<file path="src/verilog/codec_timing_pkg.sv">
// Constants, register map and state types for the codec conversion timing generator.
// Assumes a single master clock with a clock enable and AXI4-Lite register access.
// How it works
// (RQ1) Shift clock is the master clock divided by four.
// (RQ2) Filter clock equals master clock over twice the counter A contents, per path.
// (RQ3) Conversion strobe is filter clock over counter B, loaded from its B register.
// (RQ4) Both counters of a path reload once every conversion period of that path.
// (RQ5) Transmit counter A loads A, A minus adjust, or A plus adjust by selection.
// (RQ6) Minus option advances, plus option retards, the next conversion by adjust ticks.
// (RQ7) Receive counter A offers the same three load choices from receive registers.
// (RQ8) Synchronous mode derives both filter clocks and conversions from transmit counters.
// (RQ9) Synchronous mode ignores receive counters and receive A, adjust and B registers.
// (RQ10) Primary word with both low bits set starts a secondary transfer afterwards.
// (RQ11) After the primary, transmit frame sync stays high four shift clocks, then falls.
// (RQ12) Secondary uses primary timing and sits between primaries, no DAC output skipped.
// (RQ13) Synchronous mode keeps receive frame sync idle during secondary transfers.
// (RQ14) Reset loads A registers with 9, adjust registers with 1, B registers with 36.
// (RQ15) Reset sets control bits 9, 7, 6, 5, 2 and clears bits 4 and 3.
// (RQ16) Loopback returns transmitted DAC bits 15 to 2 as the received ADC bits.
// (RQ17) Host picks master clock and A values giving a 288 kHz filter clock.
// (RQ18) A plus or minus adjust equal to 0 or 1 loads plain A instead.
// (RQ19) A B register written with 0 or 1 takes 36 instead.
// (RQ20) Synchronous receive conversion equals transmit conversion, chosen by a mode pin.
// (RQ21) Counters count down ticks, a one-cycle terminal pulse reloads and advances.
package codec_timing_pkg;

    // ****************************************
    // Register map
    // ****************************************
    localparam logic [7:0]  OFF_TX_A      = 8'h00;
    localparam logic [7:0]  OFF_TX_ADJ    = 8'h04;
    localparam logic [7:0]  OFF_TX_B      = 8'h08;
    localparam logic [7:0]  OFF_RX_A      = 8'h0c;
    localparam logic [7:0]  OFF_RX_ADJ    = 8'h10;
    localparam logic [7:0]  OFF_RX_B      = 8'h14;
    localparam logic [7:0]  OFF_CTRL      = 8'h18;
    localparam logic [7:0]  OFF_SEC_WORD  = 8'h1c;
    localparam logic [7:0]  OFF_DAC_WORD  = 8'h20;

    // ****************************************
    // Reset values and fields
    // ****************************************
    localparam logic [5:0]  RST_A         = 6'h09;
    localparam logic [5:0]  RST_ADJ       = 6'h01;
    localparam logic [5:0]  RST_B         = 6'h24;
    localparam logic [5:0]  B_FALLBACK    = 6'h24;
    localparam logic [15:0] RST_CTRL      = 16'h02e4;
    localparam int unsigned CTRL_LOOPBACK = 3;
    localparam logic [5:0]  LOAD_MIN      = 6'h01;

    // ****************************************
    // Link timing, adjust selections and bus responses
    // ****************************************
    localparam logic [1:0]  DIV_SAMPLE    = 2'h1;
    localparam logic [1:0]  DIV_LAST      = 2'h3;
    localparam logic [3:0]  WORD_LAST     = 4'hf;
    localparam logic [3:0]  GAP_LAST      = 4'h3;
    localparam logic [1:0]  SEC_REQUEST   = 2'h3;
    localparam logic [1:0]  SEL_MINUS     = 2'h1;
    localparam logic [1:0]  SEL_PLUS      = 2'h2;
    localparam logic [1:0]  SEL_PLAIN     = 2'h0;
    localparam logic [1:0]  RESP_OKAY     = 2'h0;
    localparam logic [1:0]  RESP_SLVERR   = 2'h2;

    typedef enum logic [1:0] {LINK_IDLE, LINK_PRIMARY, LINK_GAP, LINK_SECONDARY} link_state_e;

endpackage : codec_timing_pkg

</file>
<file path="src/verilog/codec_conversion_timing_gen.sv">
// Timing generator, serial link and registers of the codec.
// Assumes CLK is the master clock; AXI4-Lite master and serial host share it.
//
// Implementation choices: the AXI4-Lite slave port and the register offsets.
`timescale 1ns/1ps
module codec_conversion_timing_gen (
    input  wire logic        CLK,
    input  wire logic        RST,
    input  wire logic        CE,
    input  wire logic [7:0]  AWADDR,
    input  wire logic        AWVALID,
    output logic             AWREADY,
    input  wire logic [31:0] WDATA,
    input  wire logic [3:0]  WSTRB,
    input  wire logic        WVALID,
    output logic             WREADY,
    output logic [1:0]       BRESP,
    output logic             BVALID,
    input  wire logic        BREADY,
    input  wire logic [7:0]  ARADDR,
    input  wire logic        ARVALID,
    output logic             ARREADY,
    output logic [31:0]      RDATA,
    output logic [1:0]       RRESP,
    output logic             RVALID,
    input  wire logic        RREADY,
    input  wire logic        SYNC_MODE,
    input  wire logic        SERIAL_IN_FROM_HOST,
    output logic             SERIAL_OUT_TO_HOST,
    output logic             SHIFT_CLOCK,
    output logic             TX_FRAME_SYNC_N,
    output logic             RX_FRAME_SYNC_N,
    output logic             TX_FILTER_CLOCK,
    output logic             RX_FILTER_CLOCK,
    output logic             TX_CONVERT,
    output logic             RX_CONVERT,
    output logic             ANALOG_LOOPBACK,
    output logic [15:0]      DAC_WORD,
    input  wire logic [15:0] ADC_WORD
);

    // ****************************************
    // Functions
    // ****************************************
    function automatic logic [5:0] load_a(input logic [5:0] base, input logic [5:0] adj,
                                          input logic [1:0] sel);
        logic [5:0] sum;
        sum = base;
        if (sel == codec_timing_pkg::SEL_MINUS) begin
            sum = base - adj;
        end else if (sel == codec_timing_pkg::SEL_PLUS) begin
            sum = base + adj;
        end
        if (sum <= codec_timing_pkg::LOAD_MIN) begin
            sum = base; // RQ18
        end
        return sum;
    endfunction : load_a

    function automatic logic [5:0] b_guard(input logic [5:0] v);
        return (v <= codec_timing_pkg::LOAD_MIN) ? codec_timing_pkg::B_FALLBACK : v; // RQ19
    endfunction : b_guard

    function automatic logic [15:0] merge(input logic [15:0] old, input logic [31:0] wd,
                                          input logic [3:0] st);
        return {st[1] ? wd[15:8] : old[15:8], st[0] ? wd[7:0] : old[7:0]};
    endfunction : merge

    // ****************************************
    // Register bus
    // ****************************************
    logic [5:0]  tx_a_q, tx_a_d, tx_adj_q, tx_adj_d, tx_b_q, tx_b_d;
    logic [5:0]  rx_a_q, rx_a_d, rx_adj_q, rx_adj_d, rx_b_q, rx_b_d;
    logic [15:0] ctrl_q, ctrl_d, wr_val, sec_word_q, dac_q;
    logic        bvalid_q, bvalid_d, rvalid_q, rvalid_d, wr_go, rd_go;
    logic [1:0]  bresp_q, bresp_d, rresp_q, rresp_d;
    logic [31:0] rdata_q, rdata_d;

    assign wr_go   = CE && AWVALID && WVALID && !bvalid_q;
    assign rd_go   = CE && ARVALID && !rvalid_q;
    assign AWREADY = wr_go;
    assign WREADY  = wr_go;
    assign ARREADY = rd_go;

    always_comb begin
        tx_a_d   = tx_a_q;
        tx_adj_d = tx_adj_q;
        tx_b_d   = tx_b_q;
        rx_a_d   = rx_a_q;
        rx_adj_d = rx_adj_q;
        rx_b_d   = rx_b_q;
        ctrl_d   = ctrl_q;
        bvalid_d = bvalid_q && !(CE && BREADY);
        bresp_d  = bresp_q;
        rvalid_d = rvalid_q && !(CE && RREADY);
        rresp_d  = rresp_q;
        rdata_d  = rdata_q;
        wr_val   = merge({10'h000, tx_a_q}, WDATA, WSTRB);
        if (wr_go) begin
            bvalid_d = 1'b1;
            bresp_d  = codec_timing_pkg::RESP_OKAY;
            if (AWADDR == codec_timing_pkg::OFF_TX_A) begin
                tx_a_d = wr_val[5:0];
            end else if (AWADDR == codec_timing_pkg::OFF_TX_ADJ) begin
                wr_val   = merge({10'h000, tx_adj_q}, WDATA, WSTRB);
                tx_adj_d = wr_val[5:0];
            end else if (AWADDR == codec_timing_pkg::OFF_TX_B) begin
                wr_val = merge({10'h000, tx_b_q}, WDATA, WSTRB);
                tx_b_d = b_guard(wr_val[5:0]); // RQ19
            end else if (AWADDR == codec_timing_pkg::OFF_RX_A) begin
                wr_val = merge({10'h000, rx_a_q}, WDATA, WSTRB);
                rx_a_d = wr_val[5:0];
            end else if (AWADDR == codec_timing_pkg::OFF_RX_ADJ) begin
                wr_val   = merge({10'h000, rx_adj_q}, WDATA, WSTRB);
                rx_adj_d = wr_val[5:0];
            end else if (AWADDR == codec_timing_pkg::OFF_RX_B) begin
                wr_val = merge({10'h000, rx_b_q}, WDATA, WSTRB);
                rx_b_d = b_guard(wr_val[5:0]); // RQ19
            end else if (AWADDR == codec_timing_pkg::OFF_CTRL) begin
                wr_val = merge(ctrl_q, WDATA, WSTRB);
                ctrl_d = {6'h00, wr_val[9:2], 2'h0};
            end else begin
                bresp_d = codec_timing_pkg::RESP_SLVERR;
            end
        end
        if (rd_go) begin
            rvalid_d = 1'b1;
            rresp_d  = codec_timing_pkg::RESP_OKAY;
            rdata_d  = 32'h0000_0000;
            if (ARADDR == codec_timing_pkg::OFF_TX_A) begin
                rdata_d[5:0] = tx_a_q;
            end else if (ARADDR == codec_timing_pkg::OFF_TX_ADJ) begin
                rdata_d[5:0] = tx_adj_q;
            end else if (ARADDR == codec_timing_pkg::OFF_TX_B) begin
                rdata_d[5:0] = tx_b_q;
            end else if (ARADDR == codec_timing_pkg::OFF_RX_A) begin
                rdata_d[5:0] = rx_a_q;
            end else if (ARADDR == codec_timing_pkg::OFF_RX_ADJ) begin
                rdata_d[5:0] = rx_adj_q;
            end else if (ARADDR == codec_timing_pkg::OFF_RX_B) begin
                rdata_d[5:0] = rx_b_q;
            end else if (ARADDR == codec_timing_pkg::OFF_CTRL) begin
                rdata_d[15:0] = ctrl_q;
            end else if (ARADDR == codec_timing_pkg::OFF_SEC_WORD) begin
                rdata_d[15:0] = sec_word_q;
            end else if (ARADDR == codec_timing_pkg::OFF_DAC_WORD) begin
                rdata_d[15:0] = dac_q;
            end else begin
                rresp_d = codec_timing_pkg::RESP_SLVERR;
            end
        end
    end

    always_ff @(posedge CLK or posedge RST) begin
        if (RST) begin
            tx_a_q   <= codec_timing_pkg::RST_A; // RQ14
            tx_adj_q <= codec_timing_pkg::RST_ADJ;
            tx_b_q   <= codec_timing_pkg::RST_B;
            rx_a_q   <= codec_timing_pkg::RST_A;
            rx_adj_q <= codec_timing_pkg::RST_ADJ;
            rx_b_q   <= codec_timing_pkg::RST_B;
            ctrl_q   <= codec_timing_pkg::RST_CTRL; // RQ15
            bvalid_q <= 1'b0;
            bresp_q  <= 2'h0;
            rvalid_q <= 1'b0;
            rresp_q  <= 2'h0;
            rdata_q  <= 32'h0000_0000;
        end else if (CE) begin
            tx_a_q   <= tx_a_d;
            tx_adj_q <= tx_adj_d;
            tx_b_q   <= tx_b_d;
            rx_a_q   <= rx_a_d;
            rx_adj_q <= rx_adj_d;
            rx_b_q   <= rx_b_d;
            ctrl_q   <= ctrl_d;
            bvalid_q <= bvalid_d;
            bresp_q  <= bresp_d;
            rvalid_q <= rvalid_d;
            rresp_q  <= rresp_d;
            rdata_q  <= rdata_d;
        end
    end

    assign BVALID = bvalid_q;
    assign BRESP  = bresp_q;
    assign RVALID = rvalid_q;
    assign RRESP  = rresp_q;
    assign RDATA  = rdata_q;

    // ****************************************
    // Divider pairs
    // ****************************************
    logic [5:0] tx_ca_q, tx_ca_d, tx_cb_q, tx_cb_d, rx_ca_q, rx_ca_d, rx_cb_q, rx_cb_d;
    logic       tx_fc_q, tx_fc_d, rx_fc_q, rx_fc_d, tx_cv_q, rx_cv_q;
    logic [1:0] tx_sel_q, tx_sel_d, rx_sel_q, rx_sel_d, adj_req;
    logic       tx_a_term, tx_b_term, rx_a_term, rx_b_term, adj_set;

    assign tx_a_term = tx_ca_q <= codec_timing_pkg::LOAD_MIN; // RQ21
    assign tx_b_term = tx_a_term && tx_fc_q && tx_cb_q <= codec_timing_pkg::LOAD_MIN;
    assign rx_a_term = rx_ca_q <= codec_timing_pkg::LOAD_MIN;
    assign rx_b_term = rx_a_term && rx_fc_q && rx_cb_q <= codec_timing_pkg::LOAD_MIN;

    always_comb begin
        tx_ca_d  = tx_a_term ? tx_a_q : tx_ca_q - 6'h01; // RQ2
        tx_fc_d  = tx_fc_q ^ tx_a_term;
        tx_cb_d  = (tx_a_term && tx_fc_q) ? tx_cb_q - 6'h01 : tx_cb_q; // RQ3
        tx_sel_d = tx_sel_q;
        rx_ca_d  = rx_a_term ? rx_a_q : rx_ca_q - 6'h01;
        rx_fc_d  = rx_fc_q ^ rx_a_term;
        rx_cb_d  = (rx_a_term && rx_fc_q) ? rx_cb_q - 6'h01 : rx_cb_q;
        rx_sel_d = rx_sel_q;
        if (tx_b_term) begin
            tx_ca_d  = load_a(tx_a_q, tx_adj_q, tx_sel_q); // RQ4 RQ5 RQ6
            tx_cb_d  = tx_b_q;
            tx_sel_d = codec_timing_pkg::SEL_PLAIN;
        end
        if (rx_b_term) begin
            rx_ca_d  = load_a(rx_a_q, rx_adj_q, rx_sel_q); // RQ4 RQ7
            rx_cb_d  = rx_b_q;
            rx_sel_d = codec_timing_pkg::SEL_PLAIN;
        end
        if (adj_set) begin
            tx_sel_d = adj_req;
            rx_sel_d = adj_req;
        end
        if (SYNC_MODE) begin
            rx_ca_d = rx_ca_q; // RQ9
            rx_cb_d = rx_cb_q;
            rx_fc_d = rx_fc_q;
        end
    end

    always_ff @(posedge CLK or posedge RST) begin
        if (RST) begin
            tx_ca_q  <= codec_timing_pkg::RST_A;
            tx_cb_q  <= codec_timing_pkg::RST_B;
            tx_fc_q  <= 1'b0;
            tx_sel_q <= codec_timing_pkg::SEL_PLAIN;
            tx_cv_q  <= 1'b0;
            rx_ca_q  <= codec_timing_pkg::RST_A;
            rx_cb_q  <= codec_timing_pkg::RST_B;
            rx_fc_q  <= 1'b0;
            rx_sel_q <= codec_timing_pkg::SEL_PLAIN;
            rx_cv_q  <= 1'b0;
        end else if (CE) begin
            tx_ca_q  <= tx_ca_d;
            tx_cb_q  <= tx_cb_d;
            tx_fc_q  <= tx_fc_d;
            tx_sel_q <= tx_sel_d;
            tx_cv_q  <= tx_b_term;
            rx_ca_q  <= rx_ca_d;
            rx_cb_q  <= rx_cb_d;
            rx_fc_q  <= rx_fc_d;
            rx_sel_q <= rx_sel_d;
            rx_cv_q  <= SYNC_MODE ? tx_b_term : rx_b_term; // RQ8 RQ20
        end
    end

    assign TX_FILTER_CLOCK = tx_fc_q;
    assign RX_FILTER_CLOCK = SYNC_MODE ? tx_fc_q : rx_fc_q; // RQ8
    assign TX_CONVERT      = tx_cv_q;
    assign RX_CONVERT      = rx_cv_q;

    // ****************************************
    // Serial link
    // ****************************************
    codec_timing_pkg::link_state_e st_q, st_d;
    logic [1:0]  div_q;
    logic [3:0]  bit_q, bit_d;
    logic [15:0] in_sr_q, in_sr_d, out_sr_q, out_sr_d, adc_q, adc_d, sec_d, dac_d;
    logic        tx_pend_q, tx_pend_d, rx_pend_q, rx_pend_d, rx_fs_q, rx_fs_d, shift_end;

    assign shift_end = div_q == codec_timing_pkg::DIV_LAST;
    assign adj_req   = in_sr_d[1:0];

    always_comb begin
        st_d      = st_q;
        bit_d     = bit_q;
        in_sr_d   = in_sr_q;
        out_sr_d  = out_sr_q;
        sec_d     = sec_word_q;
        dac_d     = dac_q;
        rx_fs_d   = rx_fs_q;
        adj_set   = 1'b0;
        tx_pend_d = tx_pend_q || tx_b_term;
        rx_pend_d = rx_pend_q || (SYNC_MODE ? tx_b_term : rx_b_term);
        adc_d     = adc_q;
        if (SYNC_MODE ? tx_b_term : rx_b_term) begin
            adc_d = ctrl_q[codec_timing_pkg::CTRL_LOOPBACK] ?
                    {dac_q[15:2], 2'h0} : ADC_WORD; // RQ16
        end
        if (div_q == codec_timing_pkg::DIV_SAMPLE && st_q != codec_timing_pkg::LINK_IDLE
                && st_q != codec_timing_pkg::LINK_GAP) begin
            in_sr_d = {in_sr_q[14:0], SERIAL_IN_FROM_HOST};
        end
        if (shift_end) begin
            case (st_q)
                codec_timing_pkg::LINK_IDLE: begin
                    if (tx_pend_q) begin
                        st_d      = codec_timing_pkg::LINK_PRIMARY;
                        bit_d     = 4'h0;
                        tx_pend_d = tx_b_term;
                        rx_fs_d   = rx_pend_q;
                        rx_pend_d = 1'b0;
                        out_sr_d  = rx_pend_q ? adc_q : 16'h0000;
                    end
                end
                codec_timing_pkg::LINK_PRIMARY: begin
                    bit_d    = bit_q + 4'h1;
                    out_sr_d = {out_sr_q[14:0], 1'b0};
                    if (bit_q == codec_timing_pkg::WORD_LAST) begin
                        dac_d   = in_sr_q;
                        rx_fs_d = 1'b0;
                        bit_d   = 4'h0;
                        if (in_sr_q[1:0] == codec_timing_pkg::SEC_REQUEST) begin
                            st_d = codec_timing_pkg::LINK_GAP; // RQ10
                        end else begin
                            st_d    = codec_timing_pkg::LINK_IDLE;
                            adj_set = 1'b1;
                        end
                    end
                end
                codec_timing_pkg::LINK_GAP: begin
                    bit_d = bit_q + 4'h1;
                    if (bit_q == codec_timing_pkg::GAP_LAST) begin
                        st_d  = codec_timing_pkg::LINK_SECONDARY; // RQ11
                        bit_d = 4'h0;
                    end
                end
                default: begin
                    bit_d    = bit_q + 4'h1;
                    out_sr_d = {out_sr_q[14:0], 1'b0};
                    if (bit_q == codec_timing_pkg::WORD_LAST) begin
                        sec_d = in_sr_q; // RQ12
                        st_d  = codec_timing_pkg::LINK_IDLE;
                    end
                end
            endcase
        end
    end

    always_ff @(posedge CLK or posedge RST) begin
        if (RST) begin
            st_q       <= codec_timing_pkg::LINK_IDLE;
            div_q      <= 2'h0;
            bit_q      <= 4'h0;
            in_sr_q    <= 16'h0000;
            out_sr_q   <= 16'h0000;
            sec_word_q <= 16'h0000;
            dac_q      <= 16'h0000;
            adc_q      <= 16'h0000;
            tx_pend_q  <= 1'b0;
            rx_pend_q  <= 1'b0;
            rx_fs_q    <= 1'b0;
        end else if (CE) begin
            st_q       <= st_d;
            div_q      <= div_q + 2'h1; // RQ1
            bit_q      <= bit_d;
            in_sr_q    <= in_sr_d;
            out_sr_q   <= out_sr_d;
            sec_word_q <= sec_d;
            dac_q      <= dac_d;
            adc_q      <= adc_d;
            tx_pend_q  <= tx_pend_d;
            rx_pend_q  <= rx_pend_d;
            rx_fs_q    <= rx_fs_d;
        end
    end

    assign SHIFT_CLOCK        = div_q[1];
    assign SERIAL_OUT_TO_HOST = out_sr_q[15];
    assign TX_FRAME_SYNC_N    = !(st_q == codec_timing_pkg::LINK_PRIMARY
                                  || st_q == codec_timing_pkg::LINK_SECONDARY);
    assign RX_FRAME_SYNC_N    = !(rx_fs_q && st_q == codec_timing_pkg::LINK_PRIMARY); // RQ13
    assign ANALOG_LOOPBACK    = ctrl_q[codec_timing_pkg::CTRL_LOOPBACK];
    assign DAC_WORD           = dac_q;
endmodule : codec_conversion_timing_gen

</file>
<file path="config.mk">
export PLATFORM = sky130hd
export DESIGN_NAME = codec_conversion_timing_gen
export DESIGN_NICKNAME = d
export VERILOG_FILES = /design/src/verilog/codec_timing_pkg.sv /design/src/verilog/codec_conversion_timing_gen.sv
export SDC_FILE = /design/constraint.sdc
export NUM_CORES = 1
export LEC_CHECK = 0
export BUFFER_PORTS_ARGS = -buffer_cell sky130_fd_sc_hd__buf_2
export CAP_MARGIN = 20
export CELL_PAD_IN_SITES_DETAIL_PLACEMENT = 1
export CELL_PAD_IN_SITES_GLOBAL_PLACEMENT = 2
export CORE_MARGIN = 10
export CORE_UTILIZATION = 34
export CTS_BUF_LIST = sky130_fd_sc_hd__clkbuf_8
export CTS_CLUSTER_DIAMETER = 150
export DETAILED_ROUTE_END_ITERATION = 16
export PLACE_DENSITY_LB_ADDON = 0.1
export SETUP_SLACK_MARGIN = 0.15
export SLEW_MARGIN = 10
export SYNTH_ARGS = -nofsm -noshare
export SYNTH_HDL_FRONTEND = slang
export SYNTH_SLANG_ARGS = --single-unit
</file>
<file path="constraint.sdc">
create_clock -name CLK -period 4.9 [get_ports CLK]
set_input_delay 0.245 -clock CLK [delete_from_list [all_inputs] [get_ports CLK]]
set_output_delay 0.245 -clock CLK [all_outputs]
set_load 0.1 [all_outputs]
</file>
==> key figures <==
Clocking
  – Hold-fix buffers at CTS: 12
  – CTS buffer count: 17
  – Clock-pin transition on the worst setup and hold timing paths: 0.11 ns
  – CTS tree: yes
  – Clock root cell: clkbuf_8
  – Clock sinks: 187
  – Clock Path Buffers: 2
  – Setup Buffers After CTS: 0
  – Clock Latency Late Sink: 0.50 ns
  – Post-CTS sizing: 0
  – H-Tree Depth: 4

Final layout
  – Final core utilization: 38.8%
  – # fillers: 3599
  – Final nets: 1293
  – Antenna diodes: 0
  – Layout cell share with drive strength beyond 1: 23.3%
  – Multi-input gate area: 5460 um2
  – FF/Latch Area: 4710 um2
  – Area Overhead vs Synth: 12.1%

Power
  – Int Pwr: 2620 uW
  – PD cells: 374 nW/um2
  – Psw: 1840 uW
  – Clock power share: 24.0%
  – Leak: 0.00549 uW
  – VDD IR max: 182 uV
  – Switching Fraction: 41.2%
  – Combinational Power Share: 29.8%
  – Sequential power share: 46.2%

Synth
  – Post-synth top area share: 38.6%
  – Post-synth EDFFs: 0
  – Netlist cell types: 82
  – Seq cells post-synth: 187
  – Ys async rst share: 100%
  – Area leader, netlist: dfrtp_1
  – Synth Area per Inst: 9.76 um2
  – Sequential area share after synthesis: 44.2%
  – Ranking of synthesized cells by area: dfrtp_1, mux2_2, dfstp_2, nand2_1, ha_1
  – Mapped Cells: 1090
  – Adder-Cell Fraction of Synth Area: 4.63%
  – Post-synth top cells: dfrtp_1, nand2_1, nor2_1
  – XOR/XNOR Fraction of Synth Area: 1.23%
  – Yosys warning count: 0
  – Largest family of logic cells by synthesized area: simple AND/OR/NAND/NOR gates
  – Mux cell area share after synthesis: 12.3%
  – Most used DFF post-synth: dfrtp_1
  – Compound-Gate Fraction of Synth Area: 15.5%
  – Simple-Gate Fraction of Synth Area: 17.0%
  – Syn Std Cell Area: 10600 um2
  – Top-count cell post-synth: dfrtp_1

Setup path
  – CP Max Fanout: 18
  – Worst R2R Path Depth: 10
  – Start point of the critical path: tx_ca_q[1]
  – R2R Setup Slk: 1.42 ns
  – CP arrival: 3.92 ns
  – CP Data Required Time: 5.35 ns
  – Setup crit end kind: register
  – CP endpoint: tx_ca_q[0]
  – WS Path Type: register to register
  – Critical R2R Launch: tx_ca_q[1]
  – Startpoint types: register
  – Reg-to-reg endpoint: tx_ca_q[0]

STA
  – Final worst path period share: 71.0%
  – Final setup viols: 0
  – Fmax: 288 MHz
  – Final Max Slew Viols: 0
  – Slew @ Worst Pin: 1.05 ns
  – Max_slew headroom: 29.9%
  – Sum Neg Setup Slack: 0 ns
  – RSZ-0062 raised after global routing: no
  – Tmin final: 3.48 ns
  – Endpoints failing hold: 0
  – Clk_skew: 0.0175 ns

Run status
  – Status: finished, final reports clean

Global routing
  – Total congestion overflow: 0
  – Largest net degree at the start of global routing: 165
  – Vias in the first global route: 8852
  – Global-route wire length before repair: 52600 um
  – Total GRT Usage: 17.2%
  – Initial antenna violation count: 0

Placement
  – Detailed placer's ending HPWL: 24200 um
  – Placer Congestion: 0.812
  – PortBufs: 101

Detailed routing
  – Vias: 8398
  – Drt total wl: 32800 um
  – Drt first pass iters: 5
  – Drt drc: 0
  – ANT nets after route: 0
  – Avg WL per Cell: 20.7 um
  – DR iter-0 viols: 350
  – DR vias/cell: 5.29

Die
  – Initial Util: 34.6%
  – Core Area: 30700 um2
  – Die Width: 197 um
  – Die ar.: 38800 um2
  – Die Ht: 197 um
  – Rows: 64
  – I/O pin cnt: 144

Job
  – Max cap viols: 0

Hold path
  – Hold Crit Class: input port to register
## state kept, by name, indices dropped and copies added, names as in the netlist, 8 cells and up
name	cells
DAC_WORD	16
RDATA	16
adc_q	16
in_sr_q	16
out_sr_q	16
sec_word_q	16
ctrl_q	8
## layout make-up
class                      instances  area share [%]
timing repair buffer             121            5.87
clock buffer                      17            1.96
inverter                          44            1.42
clock inverter                    15            1.38
tap                              396            4.15
multi-input combinational        807            45.8
sequential                       187            39.5
## layout by cell type (no fill, tap or decap), types with 6 or more instances in the layout
cell type,count
xnor2_1,7
conb_1,18
o21ai_0,69
nand3_1,34
nand2_1,118
o31ai_1,8
o22ai_1,18
nand4_1,7
dfstp_2,23
mux2i_1,34
clkbuf_8,17
nor4_1,6
nand2b_1,13
inv_1,42
a22oi_1,8
and3_1,6
a211oi_1,6
nor2_1,91
a31oi_1,26
inv_6,6
dlygate4sd3_1,13
nor2b_1,15
a221oi_1,8
xor2_1,8
mux2_2,86
nor3_1,18
dfrtp_1,164
or3_1,7
a21oi_1,60
buf_2,101
ha_1,33
buf_4,6
o22a_1,10
## power by group through the flow
stage | Clock, uW | Sequential [uW] | Combinational (uW)
2_1_floorplan | 0 | 2160 | 934
3_3_place_gp | 0 | 2090 | 1320
3_5_place_dp | 0 | 2100 | 1340
4_1_cts | 1120 | 2070 | 1350
5_1_grt | 1180 | 2110 | 1490
6_report | 1070 | 2060 | 1330
## worst min-delay path by stage
stage	startpoint	endpoint	slack, ns	cells after the start
finish	ADC_WORD[5]	adc_q[5]	0.04	3
global route	ADC_WORD[5]	adc_q[5]	0.03	3
CTS	ADC_WORD[10]	adc_q[10]	0.003	3
detailed placement	RST	rx_cb_q[3]	0.35	2
global placement	RST	rx_cb_q[3]	0.35	2
floorplan	WDATA[1]	rx_b_q[1]	0.36	2
## cells by family after synthesis
group / count (synthesis)
AOI/OAI and AO/OA: 257
xor gates and xnor gates: 15
adders and majority gates: 37
buffers and inverters: 113
DFF: 187
muxes: 120
other: 1
and+or+nand+nor: 360
## worst max-delay path: stages, from the launching register on
cell     delay [ns]
dfrtp_1        0.43
inv_1          0.09
ha_1           0.22
o21ai_0        0.14
or3_1          0.51
inv_1          0.11
ha_1           0.18
and4_1         0.76
nand2_1        0.50
and4b_1        0.37
a211o_1        0.10
## metal layers
metal,wire [um],global-route usage [%],share of wire [%],vias to the layer above
li1,-,-,-,4061
met1,16200,23.7,49,4234
met2,15500,27.6,47,89
met3,927,3.29,2.8,14
met4,242,3.50,0.74,0
met5,0,0,0,-
## stage by stage
step | instance area [um2] | std cells | total power (uW) | hold slack (ns) | setup WS, ns
after floorplan | 10700 | 1107 | 3100 | 0.362 | 2.05
after global placement | 11400 | 1542 | 3410 | 0.348 | 1.43
after detailed placement | 11400 | 1542 | 3430 | 0.351 | 1.36
after CTS | 11900 | 1586 | 4540 | 0.00268 | 1.34
after global routing | 11900 | 1587 | 4780 | 0.0267 | 1.07
final | 11900 | 1587 | 4460 | 0.0363 | 1.42
Power figures use the tool's default switching activity.
